**src/hw/tx_line_pkg.sv**
```systemverilog
package tx_line_pkg;
  // ==========================================================
  // register map (8-bit data on the device register port)
  localparam logic [15:0] ADDR_DRIVER_ENABLE = 16'h1300;
  localparam logic [15:0] ADDR_INT_STATUS = 16'h1302;
  localparam logic [15:0] ADDR_ALARM_STATUS = 16'h1303;
  localparam logic [15:0] ADDR_LINE_CTRL = 16'h1304;
  // ==========================================================
  // field positions
  localparam int BIT_DRIVER_ON = 0;
  localparam int BIT_BYPASS = 0;
  localparam int BIT_ALL_ONES = 2;
  localparam int BIT_INT_MON = 5;
  localparam int BIT_MON_ALARM = 0;
  // ==========================================================
  // reset values and masks
  localparam logic [7:0] DRIVER_ENABLE_RESET = 8'h00;
  localparam logic [7:0] LINE_CTRL_RESET = 8'h00;
  localparam logic [7:0] DRIVER_ENABLE_MASK = 8'h01;
  localparam logic [7:0] LINE_CTRL_MASK = 8'h25;
  // ==========================================================
  // bipolar silence limit, in line bit periods
  localparam int SILENCE_BITS = 128;
  localparam int SILENCE_W = 8;
endpackage

```
**src/hw/monitor_if.sv**
```systemverilog
`timescale 1ns/1ps
interface monitor_if;
  logic bit_tick;
  logic pulse_seen;
  logic alarm;
  logic declare_evt;
  logic clear_evt;
  modport ctrl(output bit_tick, output pulse_seen, input alarm, input declare_evt,
    input clear_evt);
  modport mon(input bit_tick, input pulse_seen, output alarm, output declare_evt,
    output clear_evt);
endinterface

```
**src/hw/tx_line_driver_control.sv**
```systemverilog
`timescale 1ns/1ps
// Notes on behaviour
// RL1 - bypass bit 0 in line control routes pulses through build-out shaping
// RL2 - bypass bit 1 skips shaping, sending square pulses
// RL3 - software enables shaping below 225 feet of cable, disables above
// RL4 - driver enabled only when register bit and enable pin are both high
// RL5 - register driver bit 0 tristates both line outputs
// RL6 - system holds the enable pin high for software control
// RL7 - protection switching writes the driver-enable register
// RL8 - monitor mode bit 0 senses activity on the external monitor pins
// RL9 - regular bipolar pulses keep the monitor alarm bit at zero
// RL10 - 128 silent bit periods set alarm, interrupt status and request low
// RL11 - one pulse during alarm clears it and raises a change interrupt
// RL12 - all-ones bit replaces framer data with unframed ones
// RL13 - monitor mode bit 1 senses the driver internally
// RL14 - unused control bits read zero and ignore writes
module tx_line_driver_control #(
  parameter int SILENCE_BITS = tx_line_pkg::SILENCE_BITS
) (
  input wire logic i_clk,
  input wire logic i_rst,
  input wire logic [15:0] i_addr,
  input wire logic [7:0] i_wdata,
  input wire logic i_wr,
  input wire logic i_rd,
  output logic [7:0] o_rdata,
  input wire logic i_line_driver_on,
  input wire logic i_bit_tick,
  input wire logic i_tx_pos,
  input wire logic i_tx_neg,
  input wire logic i_monitor_pos_in,
  input wire logic i_monitor_neg_in,
  output logic o_tx_line_pos_out,
  output logic o_tx_line_neg_out,
  output logic o_tx_line_oe,
  output logic o_build_out_bypass,
  output logic o_drive_monitor_alarm,
  output logic o_irq_n
);
  // ==========================================================
  // control registers
  logic [7:0] drv_reg, drv_next;
  logic [7:0] ctrl_reg, ctrl_next;
  logic [7:0] int_reg, int_next;
  logic pos_reg, pos_next;
  logic neg_reg, neg_next;
  logic [7:0] rdata_reg, rdata_next;
  logic all_ones, int_mon;
  logic sense_pos, sense_neg;

  monitor_if mon_bus();

  function automatic logic hit(input logic [15:0] a, input logic [15:0] target);
    hit = (a == target);
  endfunction

  assign all_ones = ctrl_reg[tx_line_pkg::BIT_ALL_ONES];
  assign int_mon = ctrl_reg[tx_line_pkg::BIT_INT_MON];

  always_comb begin
    drv_next = drv_reg;
    ctrl_next = ctrl_reg;
    int_next = int_reg;
    rdata_next = rdata_reg;
    if (i_wr && hit(i_addr, tx_line_pkg::ADDR_DRIVER_ENABLE)) begin
      drv_next = i_wdata & tx_line_pkg::DRIVER_ENABLE_MASK; // RL14 RL7
    end
    if (i_wr && hit(i_addr, tx_line_pkg::ADDR_LINE_CTRL)) begin
      ctrl_next = i_wdata & tx_line_pkg::LINE_CTRL_MASK; // RL14
    end
    // reading the status register clears it; a new event in that cycle still wins
    if (i_rd && hit(i_addr, tx_line_pkg::ADDR_INT_STATUS)) begin
      int_next = 8'h00;
    end
    if (mon_bus.declare_evt || mon_bus.clear_evt) begin
      int_next[tx_line_pkg::BIT_MON_ALARM] = 1'b1; // RL10 RL11
    end
    if (i_rd) begin
      if (hit(i_addr, tx_line_pkg::ADDR_DRIVER_ENABLE)) begin
        rdata_next = drv_reg;
      end else if (hit(i_addr, tx_line_pkg::ADDR_LINE_CTRL)) begin
        rdata_next = ctrl_reg;
      end else if (hit(i_addr, tx_line_pkg::ADDR_INT_STATUS)) begin
        rdata_next = int_reg;
      end else if (hit(i_addr, tx_line_pkg::ADDR_ALARM_STATUS)) begin
        rdata_next = {7'h00, mon_bus.alarm}; // RL9
      end else begin
        rdata_next = 8'h00;
      end
    end
  end

  // ==========================================================
  // outbound data path
  always_comb begin
    if (all_ones) begin
      // unframed all ones on a bipolar line: marks alternate polarity
      pos_next = i_bit_tick ? !pos_reg : pos_reg; // RL12
      neg_next = i_bit_tick ? pos_reg : neg_reg; // RL12
    end else begin
      pos_next = i_tx_pos; // RL12
      neg_next = i_tx_neg; // RL12
    end
  end

  always_ff @(posedge i_clk) begin
    if (i_rst) begin
      drv_reg <= tx_line_pkg::DRIVER_ENABLE_RESET;
      ctrl_reg <= tx_line_pkg::LINE_CTRL_RESET;
      int_reg <= 8'h00;
      rdata_reg <= 8'h00;
      pos_reg <= 1'b0;
      neg_reg <= 1'b0;
    end else begin
      drv_reg <= drv_next;
      ctrl_reg <= ctrl_next;
      int_reg <= int_next;
      rdata_reg <= rdata_next;
      pos_reg <= pos_next;
      neg_reg <= neg_next;
    end
  end

  assign o_rdata = rdata_reg;
  assign o_tx_line_pos_out = pos_reg;
  assign o_tx_line_neg_out = neg_reg;
  assign o_tx_line_oe = drv_reg[tx_line_pkg::BIT_DRIVER_ON] && i_line_driver_on; // RL4 RL5 RL6
  assign o_build_out_bypass = ctrl_reg[tx_line_pkg::BIT_BYPASS]; // RL1 RL2
  assign o_drive_monitor_alarm = mon_bus.alarm;
  assign o_irq_n = !int_reg[tx_line_pkg::BIT_MON_ALARM]; // RL10

  // ==========================================================
  // drive monitor sensing
  // internal mode watches our own driver, so a dead external path goes unseen
  assign sense_pos = int_mon ? (pos_reg && o_tx_line_oe) : i_monitor_pos_in; // RL8 RL13
  assign sense_neg = int_mon ? (neg_reg && o_tx_line_oe) : i_monitor_neg_in; // RL8 RL13
  assign mon_bus.bit_tick = i_bit_tick;
  assign mon_bus.pulse_seen = i_bit_tick && (sense_pos ^ sense_neg);

  drive_monitor #(.LIMIT(SILENCE_BITS)) u_monitor (
    .i_clk(i_clk),
    .i_rst(i_rst),
    .m(mon_bus.mon)
  );

  // ==========================================================
  // checks
  // reference count of silent ticks, kept apart from the monitor's own counter
  // so that an off-by-one there cannot hide behind the same arithmetic
  int quiet_ticks_reg, quiet_ticks_next;

  always_comb begin
    quiet_ticks_next = quiet_ticks_reg;
    if (mon_bus.pulse_seen || mon_bus.alarm) begin
      quiet_ticks_next = 0;
    end else if (mon_bus.bit_tick) begin
      quiet_ticks_next = quiet_ticks_reg + 1;
    end
  end

  always_ff @(posedge i_clk) begin
    if (i_rst) begin
      quiet_ticks_reg <= 0;
    end else begin
      quiet_ticks_reg <= quiet_ticks_next;
    end
  end

  AST_OE_NEEDS_BOTH: assert property (@(posedge i_clk) disable iff (i_rst) // RL4
    o_tx_line_oe |-> drv_reg[0] && i_line_driver_on) else $error("driver on illegally");
  AST_OE_OFF: assert property (@(posedge i_clk) disable iff (i_rst) // RL5
    i_wr && hit(i_addr, tx_line_pkg::ADDR_DRIVER_ENABLE) && !i_wdata[0]
    |=> !o_tx_line_oe) else $error("driver not tristated");
  AST_BYPASS_WRITE: assert property (@(posedge i_clk) disable iff (i_rst) // RL1
    i_wr && hit(i_addr, tx_line_pkg::ADDR_LINE_CTRL)
    |=> o_build_out_bypass == $past(i_wdata[0])) else $error("bypass not stored");
  AST_BYPASS_SET: assert property (@(posedge i_clk) disable iff (i_rst) // RL2
    i_wr && hit(i_addr, tx_line_pkg::ADDR_LINE_CTRL) && i_wdata[0]
    |=> o_build_out_bypass) else $error("bypass not set");
  AST_PASS_DATA: assert property (@(posedge i_clk) disable iff (i_rst) // RL12
    !all_ones |=> o_tx_line_pos_out == $past(i_tx_pos)) else $error("data not passed");
  AST_ONES_WRITE: assert property (@(posedge i_clk) disable iff (i_rst) // RL12
    i_wr && hit(i_addr, tx_line_pkg::ADDR_LINE_CTRL)
    |=> all_ones == $past(i_wdata[tx_line_pkg::BIT_ALL_ONES]))
    else $error("all-ones bit not stored");
  AST_ONES_TOGGLE: assert property (@(posedge i_clk) disable iff (i_rst) // RL12
    all_ones && i_bit_tick |=> o_tx_line_pos_out != $past(o_tx_line_pos_out))
    else $error("all-ones marks do not alternate");
  AST_ONES_HOLD: assert property (@(posedge i_clk) disable iff (i_rst) // RL12
    all_ones && !i_bit_tick |=> $stable(o_tx_line_pos_out) && $stable(o_tx_line_neg_out))
    else $error("all-ones line moved between ticks");
  AST_UNUSED_ZERO: assert property (@(posedge i_clk) disable iff (i_rst) // RL14
    (ctrl_reg & ~tx_line_pkg::LINE_CTRL_MASK) == 8'h00 && drv_reg[7:1] == 7'h00)
    else $error("unused bits set");
  AST_EXT_SENSE: assert property (@(posedge i_clk) disable iff (i_rst) // RL8
    !int_mon && o_drive_monitor_alarm && i_bit_tick && (i_monitor_pos_in ^ i_monitor_neg_in)
    |=> !o_drive_monitor_alarm) else $error("external pulse not sensed");
  AST_INT_SENSE: assert property (@(posedge i_clk) disable iff (i_rst) // RL13
    int_mon && o_drive_monitor_alarm && i_bit_tick && o_tx_line_oe
    && (o_tx_line_pos_out ^ o_tx_line_neg_out) |=> !o_drive_monitor_alarm)
    else $error("internal pulse not sensed");
  AST_INT_NO_PINS: assert property (@(posedge i_clk) disable iff (i_rst) // RL13
    int_mon && !o_tx_line_oe |-> !mon_bus.pulse_seen) else $error("pins sensed internally");
  AST_IRQ_ON_DECLARE: assert property (@(posedge i_clk) disable iff (i_rst) // RL10
    mon_bus.declare_evt |=> !o_irq_n && o_drive_monitor_alarm) else $error("no irq");
  AST_DECLARE_AT_LIMIT: assert property (@(posedge i_clk) disable iff (i_rst) // RL10
    !mon_bus.alarm && mon_bus.bit_tick && !mon_bus.pulse_seen
    && quiet_ticks_reg == SILENCE_BITS - 1 |-> mon_bus.declare_evt)
    else $error("alarm late after silence");
  AST_NO_EARLY_DECLARE: assert property (@(posedge i_clk) disable iff (i_rst) // RL10
    mon_bus.declare_evt |-> quiet_ticks_reg == SILENCE_BITS - 1)
    else $error("alarm declared early");
  AST_STATUS_CLEAR: assert property (@(posedge i_clk) disable iff (i_rst) // RL10
    i_rd && hit(i_addr, tx_line_pkg::ADDR_INT_STATUS) && !mon_bus.declare_evt
    && !mon_bus.clear_evt |=> o_irq_n) else $error("status read did not clear irq");
  AST_IRQ_ON_CLEAR: assert property (@(posedge i_clk) disable iff (i_rst) // RL11
    mon_bus.clear_evt |=> !o_irq_n && !o_drive_monitor_alarm) else $error("no clear irq");
  AST_CLEAR_NEEDS_PULSE: assert property (@(posedge i_clk) disable iff (i_rst) // RL11
    mon_bus.clear_evt |-> mon_bus.alarm && mon_bus.pulse_seen)
    else $error("alarm cleared without pulse");
  AST_QUIET_OK: assert property (@(posedge i_clk) disable iff (i_rst) // RL9
    mon_bus.pulse_seen && !o_drive_monitor_alarm |=> !o_drive_monitor_alarm)
    else $error("alarm with pulses");
  AST_ALARM_READ: assert property (@(posedge i_clk) disable iff (i_rst) // RL9
    i_rd && hit(i_addr, tx_line_pkg::ADDR_ALARM_STATUS)
    |=> o_rdata == {7'h00, $past(o_drive_monitor_alarm)}) else $error("alarm read wrong");

  COV_DECLARE: cover property (@(posedge i_clk) disable iff (i_rst) mon_bus.declare_evt);
  COV_CLEAR: cover property (@(posedge i_clk) disable iff (i_rst) mon_bus.clear_evt);
  COV_ONES: cover property (@(posedge i_clk) disable iff (i_rst) all_ones && o_tx_line_oe);
  COV_INTMON: cover property (@(posedge i_clk) disable iff (i_rst) int_mon && o_tx_line_oe);
  COV_BYPASS: cover property (@(posedge i_clk) disable iff (i_rst)
    o_build_out_bypass && o_tx_line_oe);
endmodule

```
**src/hw/drive_monitor.sv**
```systemverilog
`timescale 1ns/1ps
module drive_monitor #(
  parameter int LIMIT = tx_line_pkg::SILENCE_BITS
) (
  input wire logic i_clk,
  input wire logic i_rst,
  monitor_if.mon m
);
  // ==========================================================
  // silence counter and alarm state
  typedef enum logic [0:0] {ST_OK = 1'b0, ST_ALARM = 1'b1} mon_state_type;
  mon_state_type state_reg, state_next;
  localparam int CNT_W = tx_line_pkg::SILENCE_W;
  logic [CNT_W-1:0] count_reg, count_next;
  localparam logic [CNT_W-1:0] LAST = CNT_W'(LIMIT - 1);

  always_comb begin
    state_next = state_reg;
    count_next = count_reg;
    m.declare_evt = 1'b0;
    m.clear_evt = 1'b0;
    case (state_reg)
      ST_OK: begin
        if (m.pulse_seen) begin
          count_next = '0; // RL9
        end else if (m.bit_tick) begin
          if (count_reg == LAST) begin
            state_next = ST_ALARM; // RL10
            m.declare_evt = 1'b1;
            count_next = '0;
          end else begin
            count_next = count_reg + 1'b1;
          end
        end
      end
      ST_ALARM: begin
        if (m.pulse_seen) begin
          state_next = ST_OK; // RL11
          m.clear_evt = 1'b1;
          count_next = '0;
        end
      end
      default: begin
        state_next = ST_OK;
        count_next = '0;
      end
    endcase
  end

  always_ff @(posedge i_clk) begin
    if (i_rst) begin
      state_reg <= ST_OK;
      count_reg <= '0;
    end else begin
      state_reg <= state_next;
      count_reg <= count_next;
    end
  end

  assign m.alarm = (state_reg == ST_ALARM);

  // ==========================================================
  // checks
  AST_CLEAR_ON_PULSE: assert property (@(posedge i_clk) disable iff (i_rst) // RL11
    m.alarm && m.pulse_seen |=> !m.alarm) else $error("alarm not cleared by pulse");
  AST_PULSE_KEEPS_OK: assert property (@(posedge i_clk) disable iff (i_rst) // RL9
    !m.alarm && m.pulse_seen |=> !m.alarm) else $error("alarm despite pulse");
endmodule

```
**config.mk**
```make
export PLATFORM = sky130hd
export DESIGN_NAME = tx_line_driver_control
export DESIGN_NICKNAME = d
export VERILOG_FILES = /design/src/hw/tx_line_pkg.sv /design/src/hw/monitor_if.sv /design/src/hw/tx_line_driver_control.sv /design/src/hw/drive_monitor.sv
export SDC_FILE = /design/constraint.sdc
export NUM_CORES = 1
export LEC_CHECK = 0
export BUFFER_PORTS_ARGS = -buffer_cell sky130_fd_sc_hd__clkbuf_2
export CAP_MARGIN = 15
export CORE_ASPECT_RATIO = 1.4
export CORE_MARGIN = 2
export CORE_UTILIZATION = 30
export CTS_BUF_LIST = sky130_fd_sc_hd__clkbuf_4 sky130_fd_sc_hd__clkbuf_8
export DETAILED_ROUTE_END_ITERATION = 8
export SYNTH_ARGS = -nofsm -noshare
export SYNTH_HDL_FRONTEND = slang
export SYNTH_SLANG_ARGS = --single-unit
```
**constraint.sdc**
```tcl
create_clock -name i_clk -period 1.9 [get_ports i_clk]
set_input_delay 0.095 -clock i_clk [delete_from_list [all_inputs] [get_ports i_clk]]
set_output_delay 0.095 -clock i_clk [all_outputs]
set_load 0.02 [all_outputs]
```
==> results of run 1 <==
-- routing by layer --
| metal | vias up | GRT usage [%] | part of all wire [%] |
|---|---|---|---|
| met2 | 33 | 23.9 | 49 |
| met5 | - | 0 | 0 |
| met3 | 2 | 2.55 | 6.2 |
| li1 | 566 | - | - |
| met4 | 0 | 5.12 | 1.1 |
| met1 | 476 | 16.2 | 44 |
-- synthesized netlist by cell type (all sizes together), types with 2 or more instances --
| library cell | count | area (µm²) |
|---|---|---|
| a211oi | 2 | 15.0 |
| a21oi | 3 | 15.0 |
| a22o | 2 | 17.5 |
| a31oi | 3 | 18.8 |
| buf | 6 | 48.8 |
| clkbuf | 4 | 15.0 |
| dfxtp | 19 | 380 |
| inv | 6 | 22.5 |
| mux2i | 6 | 60.1 |
| nand2 | 14 | 52.6 |
| nand2b | 6 | 37.5 |
| nand3 | 7 | 35.0 |
| nand3b | 2 | 15.0 |
| nor2 | 7 | 26.3 |
| nor2b | 2 | 12.5 |
| nor3 | 7 | 46.3 |
| nor4 | 3 | 18.8 |
| o21ai | 3 | 15.0 |
| o311ai | 2 | 17.5 |
| or3 | 4 | 25.0 |
| or4 | 3 | 26.3 |
| xnor2 | 4 | 35.0 |
-- kinds of logic (layout without fill, tap and decap cells) --
group                    Yosys count  in the layout  share of synthesized area [%]
adder cells (fa/ha/maj)            1              1                           1.12
buffers and inverters             16             54                           7.71
flip-flops                        19             19                           34.0
other                              1              5                          0.335
XOR/XNOR                           5              5                           3.91
AND/OR/NAND/NOR                   61             61                           30.6
multiplexers                       7              7                           6.37
AO/OA/AOI/OAI                     24             24                           16.0
-- critical path: stages, from the launching register on --
cell and delay (ps):
dfxtp_1 380, ha_1 220, nand4_1 150, nor3_1 270, nor4_1 90, buf_4 170, a221o_1 280
-- final timing paths --
kind / start / to / slack (ps) / cells after the start
hold / removal: i_wdata[5] / ctrl_reg[5]$_SDFFE_PP0P_ / 70 / 3
setup reg to reg: u_monitor.count_reg[0]$_SDFFE_PP0P_ / u_monitor.count_reg[5]$_SDFFE_PP0P_ / 240 / 6
hold reg to reg: o_rdata[5]$_SDFFE_PP0P_ / o_rdata[5]$_SDFFE_PP0P_ / 470 / 2
setup / recovery: u_monitor.count_reg[0]$_SDFFE_PP0P_ / u_monitor.count_reg[5]$_SDFFE_PP0P_ / 240 / 6
-- final cells by class --
cell class | instances | area share (%)
multi-input cells | 103 | 47.5
flip-flops and latches | 19 | 27.0
repair buffers | 44 | 16.9
well taps | 42 | 3.73
clock buffers | 3 | 2.93
inverters | 6 | 1.60
clock inverters | 1 | 0.356
-- metrics by stage --
stage          hold WS [ps]  util, %  cell area (µm²)  setup WS (ps)  cells
6_report               67.7     39.0             1410            238    218
3_5_place_dp            343     37.7             1360           23.9    214
3_3_place_gp            341     37.7             1360           48.4    214
4_1_cts                68.8     39.0             1410            230    218
2_1_floorplan           237        -             1130            103    138
5_1_grt                70.5     39.0             1410            120    218
-- report_power, final --
part / switching [mW] / internal [mW]
sequential: 0.00447 / 0.402
clock: 0.139 / 0.146
combinational: 0.0621 / 0.0520
total: 0.206 / 0.600
==> metrics.cfg, run 1 <==
[layout]
largest_register_ffs=8
nets=212
final_common_cell=clkbuf_2
syn_to_final_growth_pct=25.7
final-seq-area_um2=380
final_cell_mix=clkbuf_2 (37), dfxtp_1 (19), nand2_1 (14)
antenna_cells=0
drive_gt1_share_pct=30.1
multi_input_area_um2=668
fillCellCount=385

[yosys]
synth_top_flop_cell=dfxtp_1
ys_types=44
ys_ff_latch=19
yosys_warnings=0
ys_async_sr_fraction_pct=0
syn_avg_cell_area_um2=8.36
yosysSeqAreaShare_pct=34.0
synth_edf_count=0
synthCells=134
synthesis.area_um2=1120

[die]
initial_utilization_pct=31.0
die_w_um=55.6
coreArea_um2=3610
die_area_um2=4240
num_rows=26
io_pins=48
die_h_um=76.3

[worst_setup_path]
cp-start-kind=flop
path_class=flop to flop
cp.arrival_ps=1810
critPathMaxFanout=4
cp.required_ps=2050
endpoint_kind=flop

[clock_tree]
tritoncts=built
cts_root_buf=clkbuf_8
cts-htree-levels=1
post_cts_buffers=0
cts_sinks=19
path_clk_slew_ps=80
cts_buffers=3
insertion_delay_ps=250
cts_hold_buf=0
post_cts_resize_count=0
clk_path_buf_depth=2

[run]
max-cap-violations=0

[global_routing]
grt_pass1_wl_um=4690
track_usage_pct=13.6
antenna_found_initial=0
overflow=0
first_global_vias=1060
grt_max_degree=15

[placed_design]
place_congestion=0.725
io_buffers=37
hpwl_um=2110

[detailed_routing]
wl_per_cell_um=12.1
drc=0
first_pass_iters=6
avgViaCountPerCell=4.94
drt_iter0_drc=22
ant_nets=0
wirelength_um=2630
vias=1077

[sta]
min_period_over_period_pct=87.5
fmax_mhz=602
setup_tns_ps=0
rsz0062_at_grt=no
hold_violations=0
setup_viol=0
clock_skew_ps=5.46
layout_min_cycle_time_ps=1660
finalMaxSlewViolations=0

[pwr]
p_leak_nw=0.572
power_uw=806
vdd_drop_max_mv=0.297
power_density_nw_per_um2=573

[status]
status=complete, no violations

[worst_hold_path]
hold_path.class=input pin to flop

No activity file was read; power rests on OpenSTA's default activity.
==> inputs of run 2 (changes only) <==
--- a/config.mk
+++ b/config.mk
@@ -12,6 +12,7 @@
 export CORE_UTILIZATION = 30
 export CTS_BUF_LIST = sky130_fd_sc_hd__clkbuf_4 sky130_fd_sc_hd__clkbuf_8
 export DETAILED_ROUTE_END_ITERATION = 8
+export HOLD_SLACK_MARGIN = 0.15
 export SYNTH_ARGS = -nofsm -noshare
 export SYNTH_HDL_FRONTEND = slang
 export SYNTH_SLANG_ARGS = --single-unit
==> metrics.cfg, run 2 (synthesis results as in run 1) <==
[clock_tree]
cts-htree-levels=1
cts_sinks=19
cts_hold_buf=5
post_cts_buffers=0
clk_path_buf_depth=2
cts_root_buf=clkbuf_8
insertion_delay_ps=250
cts_buffers=3
post_cts_resize_count=0
path_clk_slew_ps=80
tritoncts=built

[status]
status=complete, no violations

[die]
num_rows=26
initial_utilization_pct=31.0
die_h_um=76.3
io_pins=48
die_w_um=55.6
coreArea_um2=3610
die_area_um2=4240

[sta]
hold_violations=0
clock_skew_ps=5.46
fmax_mhz=602
finalMaxSlewViolations=0
setup_tns_ps=0
layout_min_cycle_time_ps=1660
rsz0062_at_grt=no
setup_viol=0
min_period_over_period_pct=87.5

[worst_setup_path]
path_class=flop to flop
ff2ff_setup_slack_ps=240
crit_chain=ha_1 > nand4_1 > nor3_1 > nor4_1 > buf_4 > a221o_1
critPathBufInv=1
reg2reg_depth=6
critPathMaxFanout=4
reg2reg_to=u_monitor.count_reg[5]$_SDFFE_PP0P_
critical_path_cell_count=6
slowest_stage=dfxtp_1
cp-start-kind=flop
cp.arrival_ps=1810
critPathLaunch=u_monitor.count_reg[0]$_SDFFE_PP0P_
r2r-start=u_monitor.count_reg[0]$_SDFFE_PP0P_
worstSetupEndpoint=u_monitor.count_reg[5]$_SDFFE_PP0P_
cp.required_ps=2050
endpoint_kind=flop
cp_slowest_stage_delay_ps=380
crit_family=simple AND/OR/NAND/NOR gates

[detailed_routing]
avgViaCountPerCell=4.91
drt_iter0_drc=19
wirelength_um=2660
ant_nets=0
vias=1095
first_pass_iters=5
drc=0
wl_per_cell_um=11.9

[placed_design]
place_congestion=0.725
io_buffers=37
dpl_cell_area_um2=1360
hpwl_um=2110

[layout]
postLayoutCoreUtil_pct=40.4
largest_register_ffs=8
drive_gt1_share_pct=29.3
antenna_cells=0
final_common_cell=clkbuf_2
nets=217
fillCellCount=380
postLayoutCellArea_um2=1460
syn_to_final_growth_pct=30.2
final_cell_mix=clkbuf_2 (37), dfxtp_1 (19), nand2_1 (14)

[global_routing]
grt_max_degree=15
overflow=0
first_global_vias=1074
antenna_found_initial=0
grt_pass1_wl_um=4730
track_usage_pct=13.8

[pwr]
p_seq_share_pct=50.0
p_sw_uw=207
switching_share_pct=25.5
power_density_nw_per_um2=558
pwr-share-comb_pct=15.0
p_int_uw=607
p_leak_nw=0.593
vdd_drop_max_mv=0.297
clockPowerShare_pct=35.0

[worst_hold_path]
hold_start=i_rd
hold_path.class=input pin to flop

[run]
max-cap-violations=0

[run 2: changes by cell type in the layout (fill, tap and decap cells not counted)]
| cell | delta |
|---|---|
| dlygate4sd3_1 | +5 |
[run 2: power by group through the flow]
stage	Sequential (mW)	Clock [mW]	Combinational [mW]
floorplan	0.419	0	0.0644
global placement	0.416	0	0.114
detailed placement	0.416	0	0.114
CTS	0.407	0.293	0.123
global route	0.408	0.309	0.136
finish	0.407	0.285	0.122
[run 2: how the worst min path moves through the flow]
stage	end	slack, ps	cells after the start
5_1_grt	drv_reg[0]$_SDFFE_PP0P_	230	3
3_3_place_gp	ctrl_reg[2]$_SDFFE_PP0P_	340	3
2_1_floorplan	ctrl_reg[5]$_SDFFE_PP0P_	240	2
6_report	o_rdata[5]$_SDFFE_PP0P_	170	4
3_5_place_dp	ctrl_reg[2]$_SDFFE_PP0P_	340	3
4_1_cts	o_rdata[5]$_SDFFE_PP0P_	170	4
[run 2: stage by stage]
stage	setup slack [ps]	power, mW	cells	hold WS, ps
2_1_floorplan	103	0.483	138	237
3_3_place_gp	48.4	0.530	214	341
3_5_place_dp	23.9	0.531	214	343
4_1_cts	230	0.823	223	169
5_1_grt	120	0.853	223	225
6_report	238	0.814	223	169
[run 2: layout make-up]
cell class                 count  area [µm²]  share of cell area [%]
multi-input combinational    103         668                    45.8
sequential                    19         380                    26.1
timing repair buffer          49         288                    19.7
tap                           42        52.6                    3.61
clock buffer                   3        41.3                    2.83
inverter                       6        22.5                    1.55
clock inverter                 1        5.00                   0.343
[run 2: worst register-to-register path, stage by stage (launching register included)]
cell and delay, ps:
dfxtp_1 380, ha_1 220, nand4_1 150, nor3_1 270, nor4_1 90, buf_4 170, a221o_1 280
[run 2: layer usage]
layer	GRT usage, %	wire [µm]
met1	16.1	1160
met2	24.4	1310
met3	2.55	161
met4	5.12	30
met5	0	0
